===== config.mk =====
export PLATFORM = sky130hd
export DESIGN_NAME = ifod_decoder
export DESIGN_NICKNAME = d
export VERILOG_FILES = /design/src/hdl/ifod_pkg.sv /design/src/hdl/ifod_fields.sv /design/src/hdl/ifod_decoder.sv
export SDC_FILE = /design/constraint.sdc
export NUM_CORES = 1
export LEC_CHECK = 0
export ABC_CLOCK_PERIOD_IN_PS = 2780
export BUFFER_PORTS_ARGS = -buffer_cell sky130_fd_sc_hd__buf_2
export CAP_MARGIN = 20
export CORE_MARGIN = 4
export CORE_UTILIZATION = 40
export DETAILED_ROUTE_END_ITERATION = 6
export GPL_TIMING_DRIVEN = 0
export PLACE_DENSITY = 0.68
export SYNTH_ARGS = -nofsm -noshare
export SYNTH_HDL_FRONTEND = slang
export SYNTH_SLANG_ARGS = --single-unit

===== constraint.sdc =====
create_clock -name CLOCK -period 2.78 [get_ports CLOCK]
set_input_delay 0.834 -clock CLOCK [delete_from_list [all_inputs] [get_ports CLOCK]]
set_output_delay 0.834 -clock CLOCK [all_outputs]
set_load 0.1 [all_outputs]

===== src/hdl/ifod_pkg.sv =====
// ifod_pkg: field layout, primary codes, function codes and op enumeration
// assumes 32-bit instruction words, opcode in the top six bits
package ifod_pkg;

  // field positions
  localparam int OPC_HI = 31;
  localparam int OPC_LO = 26;
  localparam int FPF_HI = 15;
  localparam int FPF_LO = 5;
  localparam int OPF_HI = 11;
  localparam int OPF_LO = 5;
  localparam int MFC_HI = 15;
  localparam int MFC_LO = 0;
  localparam int MBR_HI = 15;
  localparam int MBR_LO = 14;
  localparam int PCF_HI = 25;
  localparam int PCF_LO = 0;

  // primary codes
  localparam logic [5:0] PRI_PCALL = 6'h00;
  localparam logic [5:0] PRI_INTA = 6'h10;
  localparam logic [5:0] PRI_INTL = 6'h11;
  localparam logic [5:0] PRI_FLTG = 6'h15;
  localparam logic [5:0] PRI_FLTI = 6'h16;
  localparam logic [5:0] PRI_MISC = 6'h18;
  localparam logic [5:0] PRI_JUMP = 6'h1a;
  localparam logic [5:0] PRI_FPTI = 6'h1c;
  localparam logic [5:0] PRI_FBRANCH_ZERO_OP = 6'h31;
  localparam logic [5:0] PRI_FBLT = 6'h32;
  localparam logic [5:0] PRI_FBLE = 6'h33;
  localparam logic [5:0] PRI_FBRANCH_NONZERO_OP = 6'h35;
  localparam logic [5:0] PRI_FBGE = 6'h36;
  localparam logic [5:0] PRI_FBGT = 6'h37;
  localparam logic [5:0] PRI_BRANCH_LOWCLEAR_OP = 6'h38;
  localparam logic [5:0] PRI_BEQ = 6'h39;
  localparam logic [5:0] PRI_BRANCH_LOWSET_OP = 6'h3c;
  localparam logic [5:0] PRI_BNE = 6'h3d;

  // operate function codes
  localparam logic [6:0] OPF_ADD_LONG_OP = 7'h00;
  localparam logic [6:0] OPF_ADD_QUAD_OP = 7'h20;
  localparam logic [6:0] OPF_ADDLV = 7'h40;
  localparam logic [6:0] OPF_ADDQV = 7'h60;
  localparam logic [6:0] OPF_CMP_UNSIGNED_LE_OP = 7'h3d;
  localparam logic [6:0] OPF_CMP_UNSIGNED_LT_OP = 7'h1d;
  localparam logic [6:0] OPF_CMOVLC = 7'h16;
  localparam logic [6:0] OPF_CMOVE_LOWSET_OP = 7'h14;
  localparam logic [6:0] OPF_FP_TO_INT_DOUBLE_OP = 7'h70;
  localparam logic [6:0] OPF_FP_TO_INT_SINGLE_OP = 7'h78;

  // floating function codes
  localparam logic [10:0] FPF_QUAD_TO_DOUBLE_OP = 11'h0be;
  localparam logic [10:0] FPF_QUAD_TO_SINGLE_OP = 11'h0bc;
  localparam logic [10:0] FPF_GFLOAT_TO_QUAD_OP = 11'h0af;

  // memory function codes
  localparam logic [15:0] MFC_FETCH = 16'h8000;
  localparam logic [15:0] MFC_FETCHM = 16'ha000;

  // memory-branch selectors
  localparam logic [1:0] MBR_JSR = 2'h1;
  localparam logic [1:0] MBR_RET = 2'h3;

  // instruction format classes
  typedef enum logic [2:0] {
    IFOD_FMT_NONE,
    IFOD_FMT_BRA,
    IFOD_FMT_FP,
    IFOD_FMT_MEM,
    IFOD_FMT_MFC,
    IFOD_FMT_MBR,
    IFOD_FMT_OPR,
    IFOD_FMT_PCD
  } ifod_fmt_t;

  // decoded operations
  typedef enum logic [4:0] {
    IFOD_OP_NONE,
    IFOD_OP_ADD_LONG,
    IFOD_OP_ADD_LONG_TRAP,
    IFOD_OP_ADD_QUAD,
    IFOD_OP_ADD_QUAD_TRAP,
    IFOD_OP_CMP_UNSIGNED_LE,
    IFOD_OP_CMP_UNSIGNED_LT,
    IFOD_OP_CMOVE_LOWCLEAR,
    IFOD_OP_CMOVE_LOWSET,
    IFOD_OP_BRANCH_LOWCLEAR,
    IFOD_OP_BRANCH_LOWSET,
    IFOD_OP_BRANCH_ZERO,
    IFOD_OP_BRANCH_NONZERO,
    IFOD_OP_FBRANCH_ZERO,
    IFOD_OP_FBRANCH_NONZERO,
    IFOD_OP_FBRANCH_NEG,
    IFOD_OP_FBRANCH_NONPOS,
    IFOD_OP_FBRANCH_NONNEG,
    IFOD_OP_FBRANCH_POS,
    IFOD_OP_QUAD_TO_DOUBLE,
    IFOD_OP_QUAD_TO_SINGLE,
    IFOD_OP_GFLOAT_TO_QUAD,
    IFOD_OP_PREFETCH,
    IFOD_OP_PREFETCH_MODIFY,
    IFOD_OP_SUBROUTINE_JUMP,
    IFOD_OP_SUBROUTINE_RETURN,
    IFOD_OP_FP_TO_INT_DOUBLE,
    IFOD_OP_FP_TO_INT_SINGLE,
    IFOD_OP_PRIVILEGED_CALL
  } ifod_op_t;

  // decoded result carried to the pipeline
  typedef struct packed {
    logic valid;
    logic illegal;
    ifod_fmt_t fmt;
    ifod_op_t op;
    logic [5:0] primary;
    logic [15:0] func;
    logic [25:0] pal_func;
    logic [31:0] word;
  } ifod_dec_t;

endpackage


===== src/hdl/ifod_fields.sv =====
// ifod_fields: pulls the format-specific fields out of an instruction word
// assumes a combinational caller on the same clock
`timescale 1ns/1ps
module ifod_fields (
  // instruction word
  input wire logic [31:0] word,
  // extracted fields
  output logic [5:0] primary,
  output logic [10:0] fp_func,
  output logic [6:0] opr_func,
  output logic [15:0] mfc_func,
  output logic [1:0] mbr_sel,
  output logic [25:0] pal_func
);

  // field slicing, fixed positions whatever the format
  assign primary = word[ifod_pkg::OPC_HI:ifod_pkg::OPC_LO];
  assign fp_func = word[ifod_pkg::FPF_HI:ifod_pkg::FPF_LO];
  assign opr_func = word[ifod_pkg::OPF_HI:ifod_pkg::OPF_LO];
  assign mfc_func = word[ifod_pkg::MFC_HI:ifod_pkg::MFC_LO];
  assign mbr_sel = word[ifod_pkg::MBR_HI:ifod_pkg::MBR_LO];
  assign pal_func = word[ifod_pkg::PCF_HI:ifod_pkg::PCF_LO];

endmodule


===== src/hdl/ifod_decoder.sv =====
// ifod_decoder: single-cycle format and operation decoder for 32-bit words
// assumes the fetch stage presents one word with a valid strobe per cycle
//
// Behaviour
// - primary code is the 6-bit top field and selects the format
// - floating format uses the 11-bit function code
// - integer operate format uses the 7-bit function code
// - memory-function format uses the 16-bit displacement as function
// - memory-branch format uses the top two displacement bits as selector
// - privileged call takes its function from the 26-bit field
// - all codes are hexadecimal, written primary dot function
// - 10.00/10.20 adds, 10.40/10.60 same adds with overflow trap
// - integer branches 38, 3c, 39, 3d by primary code alone
// - floating branches 31, 35, 32, 33, 36, 37 by primary code
// - 10.3d unsigned compare le, 10.1d unsigned compare lt
// - 16.0be quad to double, 16.0bc quad to single
// - 18.8000 prefetch, 18.a000 prefetch with modify intent
// - 1a selector 1 subroutine jump, 3 subroutine return
// - 1c.70 raw fp to int double move, 1c.78 single move
// - 15.0af converts legacy g-format value to quadword
// - 11.16 conditional move low clear, 11.14 low set
`timescale 1ns/1ps
module ifod_decoder (
  // clock and reset
  input wire logic CLOCK,
  input wire logic RSTN,
  // from fetch
  input wire logic IN_VALID,
  input wire logic [31:0] IN_WORD,
  // to pipeline
  output ifod_pkg::ifod_dec_t DEC_OUT,
  output logic DEC_VALID,
  output logic DEC_ILLEGAL
);

  ////////////////////////////////////////////////////////////////////////////
  // field extraction

  logic [5:0] primary;
  logic [10:0] fp_func;
  logic [6:0] opr_func;
  logic [15:0] mfc_func;
  logic [1:0] mbr_sel;
  logic [25:0] pal_func;

  ifod_fields u_fields (
    .word(IN_WORD),
    .primary(primary),
    .fp_func(fp_func),
    .opr_func(opr_func),
    .mfc_func(mfc_func),
    .mbr_sel(mbr_sel),
    .pal_func(pal_func)
  );

  ////////////////////////////////////////////////////////////////////////////
  // format class from primary code

  function automatic ifod_pkg::ifod_fmt_t fmt_of(input logic [5:0] pri);
    ifod_pkg::ifod_fmt_t f;
    f = ifod_pkg::IFOD_FMT_NONE;
    case (pri)
      ifod_pkg::PRI_PCALL: f = ifod_pkg::IFOD_FMT_PCD;
      ifod_pkg::PRI_INTA, ifod_pkg::PRI_INTL: f = ifod_pkg::IFOD_FMT_OPR;
      ifod_pkg::PRI_FPTI: f = ifod_pkg::IFOD_FMT_OPR;
      ifod_pkg::PRI_FLTG, ifod_pkg::PRI_FLTI: f = ifod_pkg::IFOD_FMT_FP;
      ifod_pkg::PRI_MISC: f = ifod_pkg::IFOD_FMT_MFC;
      ifod_pkg::PRI_JUMP: f = ifod_pkg::IFOD_FMT_MBR;
      ifod_pkg::PRI_FBRANCH_ZERO_OP, ifod_pkg::PRI_FBLT, ifod_pkg::PRI_FBLE,
      ifod_pkg::PRI_FBRANCH_NONZERO_OP, ifod_pkg::PRI_FBGE, ifod_pkg::PRI_FBGT,
      ifod_pkg::PRI_BRANCH_LOWCLEAR_OP, ifod_pkg::PRI_BEQ, ifod_pkg::PRI_BRANCH_LOWSET_OP,
      ifod_pkg::PRI_BNE: f = ifod_pkg::IFOD_FMT_BRA;
      default: f = ifod_pkg::IFOD_FMT_NONE;
    endcase
    return f;
  endfunction

  ////////////////////////////////////////////////////////////////////////////
  // operation decode, codes compared as hex values

  ifod_pkg::ifod_fmt_t fmt;
  ifod_pkg::ifod_op_t op;
  logic [15:0] func_sel;

  // format select, and
  always_comb begin
    fmt = fmt_of(primary);
  end

  // operation select by primary code and format-specific field
  always_comb begin
    op = ifod_pkg::IFOD_OP_NONE;
    func_sel = 16'h0000;
    case (primary)
      ifod_pkg::PRI_INTA: begin
        func_sel = {9'h000, opr_func};
        case (opr_func)
          ifod_pkg::OPF_ADD_LONG_OP: op = ifod_pkg::IFOD_OP_ADD_LONG;
          ifod_pkg::OPF_ADD_QUAD_OP: op = ifod_pkg::IFOD_OP_ADD_QUAD;
          ifod_pkg::OPF_ADDLV: op = ifod_pkg::IFOD_OP_ADD_LONG_TRAP;
          ifod_pkg::OPF_ADDQV: op = ifod_pkg::IFOD_OP_ADD_QUAD_TRAP;
          ifod_pkg::OPF_CMP_UNSIGNED_LE_OP: op = ifod_pkg::IFOD_OP_CMP_UNSIGNED_LE;
          ifod_pkg::OPF_CMP_UNSIGNED_LT_OP: op = ifod_pkg::IFOD_OP_CMP_UNSIGNED_LT;
          default: op = ifod_pkg::IFOD_OP_NONE;
        endcase
      end
      ifod_pkg::PRI_INTL: begin
        func_sel = {9'h000, opr_func};
        case (opr_func)
          ifod_pkg::OPF_CMOVLC: op = ifod_pkg::IFOD_OP_CMOVE_LOWCLEAR;
          ifod_pkg::OPF_CMOVE_LOWSET_OP: op = ifod_pkg::IFOD_OP_CMOVE_LOWSET;
          default: op = ifod_pkg::IFOD_OP_NONE;
        endcase
      end
      ifod_pkg::PRI_FPTI: begin
        func_sel = {9'h000, opr_func};
        case (opr_func)
          ifod_pkg::OPF_FP_TO_INT_DOUBLE_OP: op = ifod_pkg::IFOD_OP_FP_TO_INT_DOUBLE;
          ifod_pkg::OPF_FP_TO_INT_SINGLE_OP: op = ifod_pkg::IFOD_OP_FP_TO_INT_SINGLE;
          default: op = ifod_pkg::IFOD_OP_NONE;
        endcase
      end
      ifod_pkg::PRI_FLTI: begin
        func_sel = {5'h00, fp_func};
        case (fp_func)
          ifod_pkg::FPF_QUAD_TO_DOUBLE_OP: op = ifod_pkg::IFOD_OP_QUAD_TO_DOUBLE;
          ifod_pkg::FPF_QUAD_TO_SINGLE_OP: op = ifod_pkg::IFOD_OP_QUAD_TO_SINGLE;
          default: op = ifod_pkg::IFOD_OP_NONE;
        endcase
      end
      ifod_pkg::PRI_FLTG: begin
        func_sel = {5'h00, fp_func};
        case (fp_func)
          ifod_pkg::FPF_GFLOAT_TO_QUAD_OP: op = ifod_pkg::IFOD_OP_GFLOAT_TO_QUAD;
          default: op = ifod_pkg::IFOD_OP_NONE;
        endcase
      end
      ifod_pkg::PRI_MISC: begin
        func_sel = mfc_func;
        case (mfc_func)
          ifod_pkg::MFC_FETCH: op = ifod_pkg::IFOD_OP_PREFETCH;
          ifod_pkg::MFC_FETCHM: op = ifod_pkg::IFOD_OP_PREFETCH_MODIFY;
          default: op = ifod_pkg::IFOD_OP_NONE;
        endcase
      end
      ifod_pkg::PRI_JUMP: begin
        func_sel = {14'h0000, mbr_sel};
        case (mbr_sel)
          ifod_pkg::MBR_JSR: op = ifod_pkg::IFOD_OP_SUBROUTINE_JUMP;
          ifod_pkg::MBR_RET: op = ifod_pkg::IFOD_OP_SUBROUTINE_RETURN;
          default: op = ifod_pkg::IFOD_OP_NONE;
        endcase
      end
      ifod_pkg::PRI_PCALL: op = ifod_pkg::IFOD_OP_PRIVILEGED_CALL;
      ifod_pkg::PRI_BRANCH_LOWCLEAR_OP: op = ifod_pkg::IFOD_OP_BRANCH_LOWCLEAR;
      ifod_pkg::PRI_BRANCH_LOWSET_OP: op = ifod_pkg::IFOD_OP_BRANCH_LOWSET;
      ifod_pkg::PRI_BEQ: op = ifod_pkg::IFOD_OP_BRANCH_ZERO;
      ifod_pkg::PRI_BNE: op = ifod_pkg::IFOD_OP_BRANCH_NONZERO;
      ifod_pkg::PRI_FBRANCH_ZERO_OP: op = ifod_pkg::IFOD_OP_FBRANCH_ZERO;
      ifod_pkg::PRI_FBRANCH_NONZERO_OP: op = ifod_pkg::IFOD_OP_FBRANCH_NONZERO;
      ifod_pkg::PRI_FBLT: op = ifod_pkg::IFOD_OP_FBRANCH_NEG;
      ifod_pkg::PRI_FBLE: op = ifod_pkg::IFOD_OP_FBRANCH_NONPOS;
      ifod_pkg::PRI_FBGE: op = ifod_pkg::IFOD_OP_FBRANCH_NONNEG;
      ifod_pkg::PRI_FBGT: op = ifod_pkg::IFOD_OP_FBRANCH_POS;
      default: op = ifod_pkg::IFOD_OP_NONE;
    endcase
  end

  ////////////////////////////////////////////////////////////////////////////
  // output register

  ifod_pkg::ifod_dec_t dec_d, dec_q;

  // next decoded result, cleared when no word is offered
  always_comb begin
    dec_d = '0;
    if (IN_VALID) begin
      dec_d.valid = 1'b1;
      dec_d.illegal = (op == ifod_pkg::IFOD_OP_NONE);
      dec_d.fmt = fmt;
      dec_d.op = op;
      dec_d.primary = primary;
      dec_d.func = func_sel;
      dec_d.pal_func = (fmt == ifod_pkg::IFOD_FMT_PCD) ? pal_func : 26'h0000000;
      dec_d.word = IN_WORD;
    end
  end

  // registered stage, synchronous reset
  always_ff @(posedge CLOCK) begin
    if (!RSTN) begin
      dec_q <= '0;
    end else begin
      dec_q <= dec_d;
    end
  end

  assign DEC_OUT = dec_q;
  assign DEC_VALID = dec_q.valid;
  assign DEC_ILLEGAL = dec_q.valid & dec_q.illegal;

endmodule


==> flow_metrics.tcl, run 1 <==
set metrics [dict create \
    status "finished, final reports clean" \
    mostFrequentLayoutCells "120 x buf_2, 84 x dfxtp_1, 31 x and3_1, 31 x nor2_1, 28 x and2_1" \
    mostFrequentLayoutCell "buf_2" \
    tightest_slew_ps 531 \
    first_iter_violations 139 \
    rsz0062_at_grt "false" \
    synth_area_leaders "dfxtp_1 53%, and3_1 6.1%, and2_1 5.5%" \
    cts_resized 0 \
    antenna_found_initial 0 \
    async_flop_share_pct 0 \
    cts_buffers 9 \
    synth-seq-cells 84 \
    drc 0 \
    clock-root-buffer "clkbuf_8" \
    ant_nets 0 \
    worstSetupEndpointType "flip-flop" \
    clk_path_buf_depth 2 \
    synth_area_leader_cell "dfxtp_1" \
    power.density_nw_per_um2 626 \
    wl_per_cell_um 16.1 \
    cp.arrival_ps 2820 \
    min-delay-start "IN_WORD[20]" \
    wirelength_um 8990 \
    synth-edff-count 0 \
    grt_pass1_wl_um 14500 \
    std_cell_rows 32 \
    fin_cells 558 \
    die_h_um 96.8 \
    min_period_ps 2520 \
    whs_endpoint "DEC_OUT[52]" \
    hold_path_depth 2 \
    coreArea_um2 7690 \
    cts_tree "built" \
    diodes 0 \
    period_share_pct 90.8 \
    required_ps 3070 \
    synthCells 323 \
    post_cts_buffers 0 \
    cp_max_fo 10 \
    syn-mean-instance-area_um2 9.77 \
    grt_max_degree 17 \
    syn-num-nets 362 \
    via_per_inst 5.06 \
    synthDistinctLibCells 49 \
    cap_violations 0 \
    start_util_pct 41.1 \
    die_area_um2 9380 \
    hold_viol 0 \
    h-tree-depth 3 \
    startpoint_type "primary input" \
    yosys_warnings 0 \
    first_pass_iters 4 \
    ctsHoldBuffers 0 \
    ys.flop_type "dfxtp_1" \
    relSlewSlack_pct 64.4 \
    ir_drop_v 0.000264 \
    power.leakage_nw 2.03 \
    worst_slack_ps 257 \
    hpwl_um 6740 \
    die_width_um 96.8 \
    hold-worst-slack_ps 681 \
    io_pins 127 \
    grt_use_total_pct 19.0 \
    min_path_type "primary input to flip-flop" \
    grt.overflow.total 0 \
    place_ws_ps -109 \
    io_buffers 117 \
    dp.cells 542 \
    via_count 2821 \
    finalSetupViolCount 0 \
    area_delta_synth_final_pct 29.1 \
    place_congestion 0.887 \
    clkSinkCount 84 \
    max_freq_ghz 0.396 \
    final_nets 490 \
    synth.cell_area_um2 3160 \
    maxSlewViolCount 0 \
    synth_seq_area_share_pct 53.3 \
    grt_pass1_vias 2820 \
    crit_type "primary input to flip-flop" \
    synth_top_area_share_pct 53.3 \
    path_clk_slew_ps 90 \
    drive_gt1_share_pct 34.9 \
]
power by group:
group / internal, mW / switching [mW] / total, mW
clock network: 0.430 / 0.479 / 0.908
registers: 1.23 / 0.00633 / 1.23
logic: 0.0819 / 0.329 / 0.411
state kept, by name (all words and copies together), names as in the netlist:
signal	count
DEC_OUT	83
DEC_VALID	1
critical path, stage by stage:
cell and delay, ps:
buf_2 140, inv_1 100, ha_1 140, buf_2 200, inv_1 140, nor4b_2 430
nor3_1 130, and3b_1 250, buf_4 170, buf_6 140, and2_1 130
metrics by stage:
step,power [mW],area (µm²),util [%],TNS (ps)
after floorplan,1.58,3160,-,0
after global placement,1.67,3870,50.3,-582
after detailed placement,1.67,3870,50.3,-1840
after CTS,2.56,4070,53.0,0
after global routing,2.64,4070,53.0,0
final,2.55,4070,53.0,0
cell type report:
class,instances,area (µm²)
buffer,32,191
clock buffer,9,124
clock inverter,7,80.1
fill,748,3610
inverter,10,37.5
multi-input combinational,197,1250
sequential,84,1680
tap,102,128
timing repair buffer,117,586
worst max-delay path by stage:
| stage | to | start | slack [ps] | depth (start not counted) |
|---|---|---|---|---|
| 6_report | DEC_OUT[43] | IN_WORD[27] | 260 | 11 |
| 5_1_grt | DEC_OUT[39] | IN_WORD[27] | 100 | 11 |
| 4_1_cts | DEC_OUT[40] | IN_WORD[27] | 240 | 11 |
| 3_5_place_dp | DEC_OUT[40] | IN_WORD[27] | -110 | 11 |
| 3_3_place_gp | DEC_OUT[40] | IN_WORD[27] | -30 | 11 |
| 2_1_floorplan | DEC_ILLEGAL | DEC_VALID | 140 | 1 |
Yosys cell counts, types with 4 or more instances:
cell type   n
clkbuf_1   15
nand3_1     8
buf_6       4
and2_1     28
and3_1     31
nor2_1     31
ha_1        4
a22oi_1    10
a21oi_1     8
a31oi_1     5
nand2b_1    4
buf_4      10
nor3_1     10
inv_1      10
dfxtp_1    84
nand2_1     9
kinds of logic after synthesis:
group,after synthesis,share of synthesized area (%)
buf+inv,42,7.25
mux,1,0.317
compound gates,42,9.43
xor+xnor,1,0.277
simple gates,149,27.9
fa+ha+maj,4,1.59
flops,84,53.3
metal layers:
layer	share of wire [%]	global-route usage, %	routed length (µm)	up-vias
met5	0	0	0	-
met4	1.6	7.45	141	0
met3	7.0	5.62	625	12
met2	47	30.6	4210	112
met1	45	23.8	4020	1325
li1	-	-	-	1372
(Power assumes the default switching activity.)
==> inputs of run 2 (changes only) <==
--- a/config.mk
+++ b/config.mk
@@ -6,13 +6,15 @@
 export NUM_CORES = 1
 export LEC_CHECK = 0
 export ABC_CLOCK_PERIOD_IN_PS = 2780
-export BUFFER_PORTS_ARGS = -buffer_cell sky130_fd_sc_hd__buf_2
+export BUFFER_PORTS_ARGS = -buffer_cell sky130_fd_sc_hd__buf_4
 export CAP_MARGIN = 20
+export CELL_PAD_IN_SITES_DETAIL_PLACEMENT = 0
+export CELL_PAD_IN_SITES_GLOBAL_PLACEMENT = 2
 export CORE_MARGIN = 4
-export CORE_UTILIZATION = 40
+export CORE_UTILIZATION = 28
 export DETAILED_ROUTE_END_ITERATION = 6
 export GPL_TIMING_DRIVEN = 0
-export PLACE_DENSITY = 0.68
+export PLACE_DENSITY = 0.79
 export SYNTH_ARGS = -nofsm -noshare
 export SYNTH_HDL_FRONTEND = slang
 export SYNTH_SLANG_ARGS = --single-unit
==> flow_metrics.tcl, run 2 (synthesis gave the netlist of run 1 again) <==
set metrics [dict create \
    h-tree-depth 3 \
    die_width_um 114 \
    drive_gt1_share_pct 34.6 \
    clock_power_share_pct 41.6 \
    finalSetupViolCount 0 \
    grt_pass1_vias 2639 \
    grt_max_degree 16 \
    largest_register_ffs 83 \
    start_util_pct 28.9 \
    power.leakage_nw 2.08 \
    min_path_type "primary input to flip-flop" \
    io_buffers 117 \
    mostFrequentLayoutCell "buf_4" \
    cp.arrival_ps 2730 \
    power.density_nw_per_um2 636 \
    min_period_ps 2460 \
    diodes 0 \
    hold_viol 0 \
    wirelength_um 9700 \
    power_frac_seq_pct 43.1 \
    die_area_um2 13000 \
    path_clk_slew_ps 60 \
    cp_max_fo 10 \
    rsz0062_at_grt "false" \
    cts_resized 0 \
    final_nets 490 \
    multiInputGateArea_um2 1250 \
    num-fill-cells 1107 \
    p_sw_share_pct 28.8 \
    cts_tree "built" \
    die_h_um 114 \
    wl_per_cell_um 16.3 \
    place_congestion 0.880 \
    hold_path_depth 2 \
    cap_violations 0 \
    power.switching_mw 0.827 \
    ir_drop_v 0.000334 \
    post_cts_buffers 0 \
    first_pass_iters 4 \
    status "finished, final reports clean" \
    cts_buffers 9 \
    crit_type "primary input to flip-flop" \
    ant_nets 0 \
    drc 0 \
    regArea_um2 1680 \
    grt.overflow.total 0 \
    final_cell_area_um2 4510 \
    coreArea_um2 10900 \
    grt_use_total_pct 14.8 \
    std_cell_rows 38 \
    period_share_pct 88.6 \
    pwr-share-comb_pct 15.3 \
    startpoint_type "primary input" \
    via_count 2758 \
    required_ps 3050 \
    via_per_inst 4.63 \
    grt_pass1_wl_um 15200 \
    power.internal_mw 2.04 \
    clkSinkCount 84 \
    clk_path_buf_depth 2 \
    fin_util_pct 41.3 \
    clock-root-buffer "clkbuf_16" \
    relSlewSlack_pct 60.5 \
    first_iter_violations 212 \
    mostFrequentLayoutCells "127 x buf_4, 84 x dfxtp_1, 31 x and3_1, 31 x nor2_1, 28 x and2_1" \
    max_freq_ghz 0.406 \
    ctsHoldBuffers 0 \
    area_delta_synth_final_pct 42.9 \
    placed_area_um2 4210 \
    antenna_found_initial 0 \
    tightest_slew_ps 578 \
    hpwl_um 7370 \
    io_pins 127 \
    maxSlewViolCount 0 \
    worstSetupEndpointType "flip-flop" \
]
run 2: cell count changes in the layout (fill, tap and decap cells not counted):
cell / delta
buf_2: -117
buf_4: +117
clkbuf_1: +1
clkbuf_16: +9
clkbuf_8: -9
clkinv_2: -1
clkinvlp_4: +2
inv_6: -2
run 2: power by group through the flow:
stage	Clock [mW]	Sequential (mW)	Combinational, mW
finish	1.19	1.24	0.439
CTS	1.23	1.24	0.442
global route	1.29	1.24	0.462
detailed placement	0	1.26	0.442
floorplan	0	1.43	0.142
global placement	0	1.26	0.440
run 2: worst paths after layout:
| path | from | end | slack (ps) |
|---|---|---|---|
| worst max-delay path | IN_WORD[26] | DEC_OUT[39] | 320 |
| worst min-delay path | IN_WORD[22] | DEC_OUT[54] | 710 |
run 2: routing by layer:
| layer | wire [µm] | GRT usage (%) | vias up |
|---|---|---|---|
| li1 | - | - | 1373 |
| met1 | 4430 | 20.0 | 1276 |
| met5 | 0 | 0 | - |
| met2 | 4490 | 23.8 | 107 |
| met3 | 745 | 3.70 | 2 |
| met4 | 31 | 3.56 | 0 |
run 2: stage by stage:
| step | TNS (ps) | total power, mW | cells | hold slack (ps) | setup WS (ps) |
|---|---|---|---|---|---|
| final | 0 | 2.87 | 596 | 711 | 318 |
| after global routing | 0 | 2.99 | 596 | 699 | 117 |
| after CTS | 0 | 2.91 | 596 | 700 | 297 |
| after detailed placement | -680 | 1.70 | 580 | 1050 | -44.1 |
| after global placement | -931 | 1.70 | 580 | 1040 | -48.1 |
| after floorplan | 0 | 1.58 | 323 | 956 | 137 |
run 2: worst max-delay path, cell delays in order:
cell and delay, ps:
buf_4 120, inv_1 90, ha_1 140, buf_2 190
inv_1 140, nor4b_2 400, nor3_1 130, and3b_1 240
buf_4 170, buf_6 140, and2_1 130
run 2: final cells by class:
type / count / share of cell area, %
buffer: 32 / 4.24
timing repair buffer: 117 / 19.5
inverter: 10 / 0.832
sequential: 84 / 37.3
multi-input combinational: 197 / 27.6
clock buffer: 10 / 5.07
clock inverter: 6 / 1.61
tap: 140 / 3.88
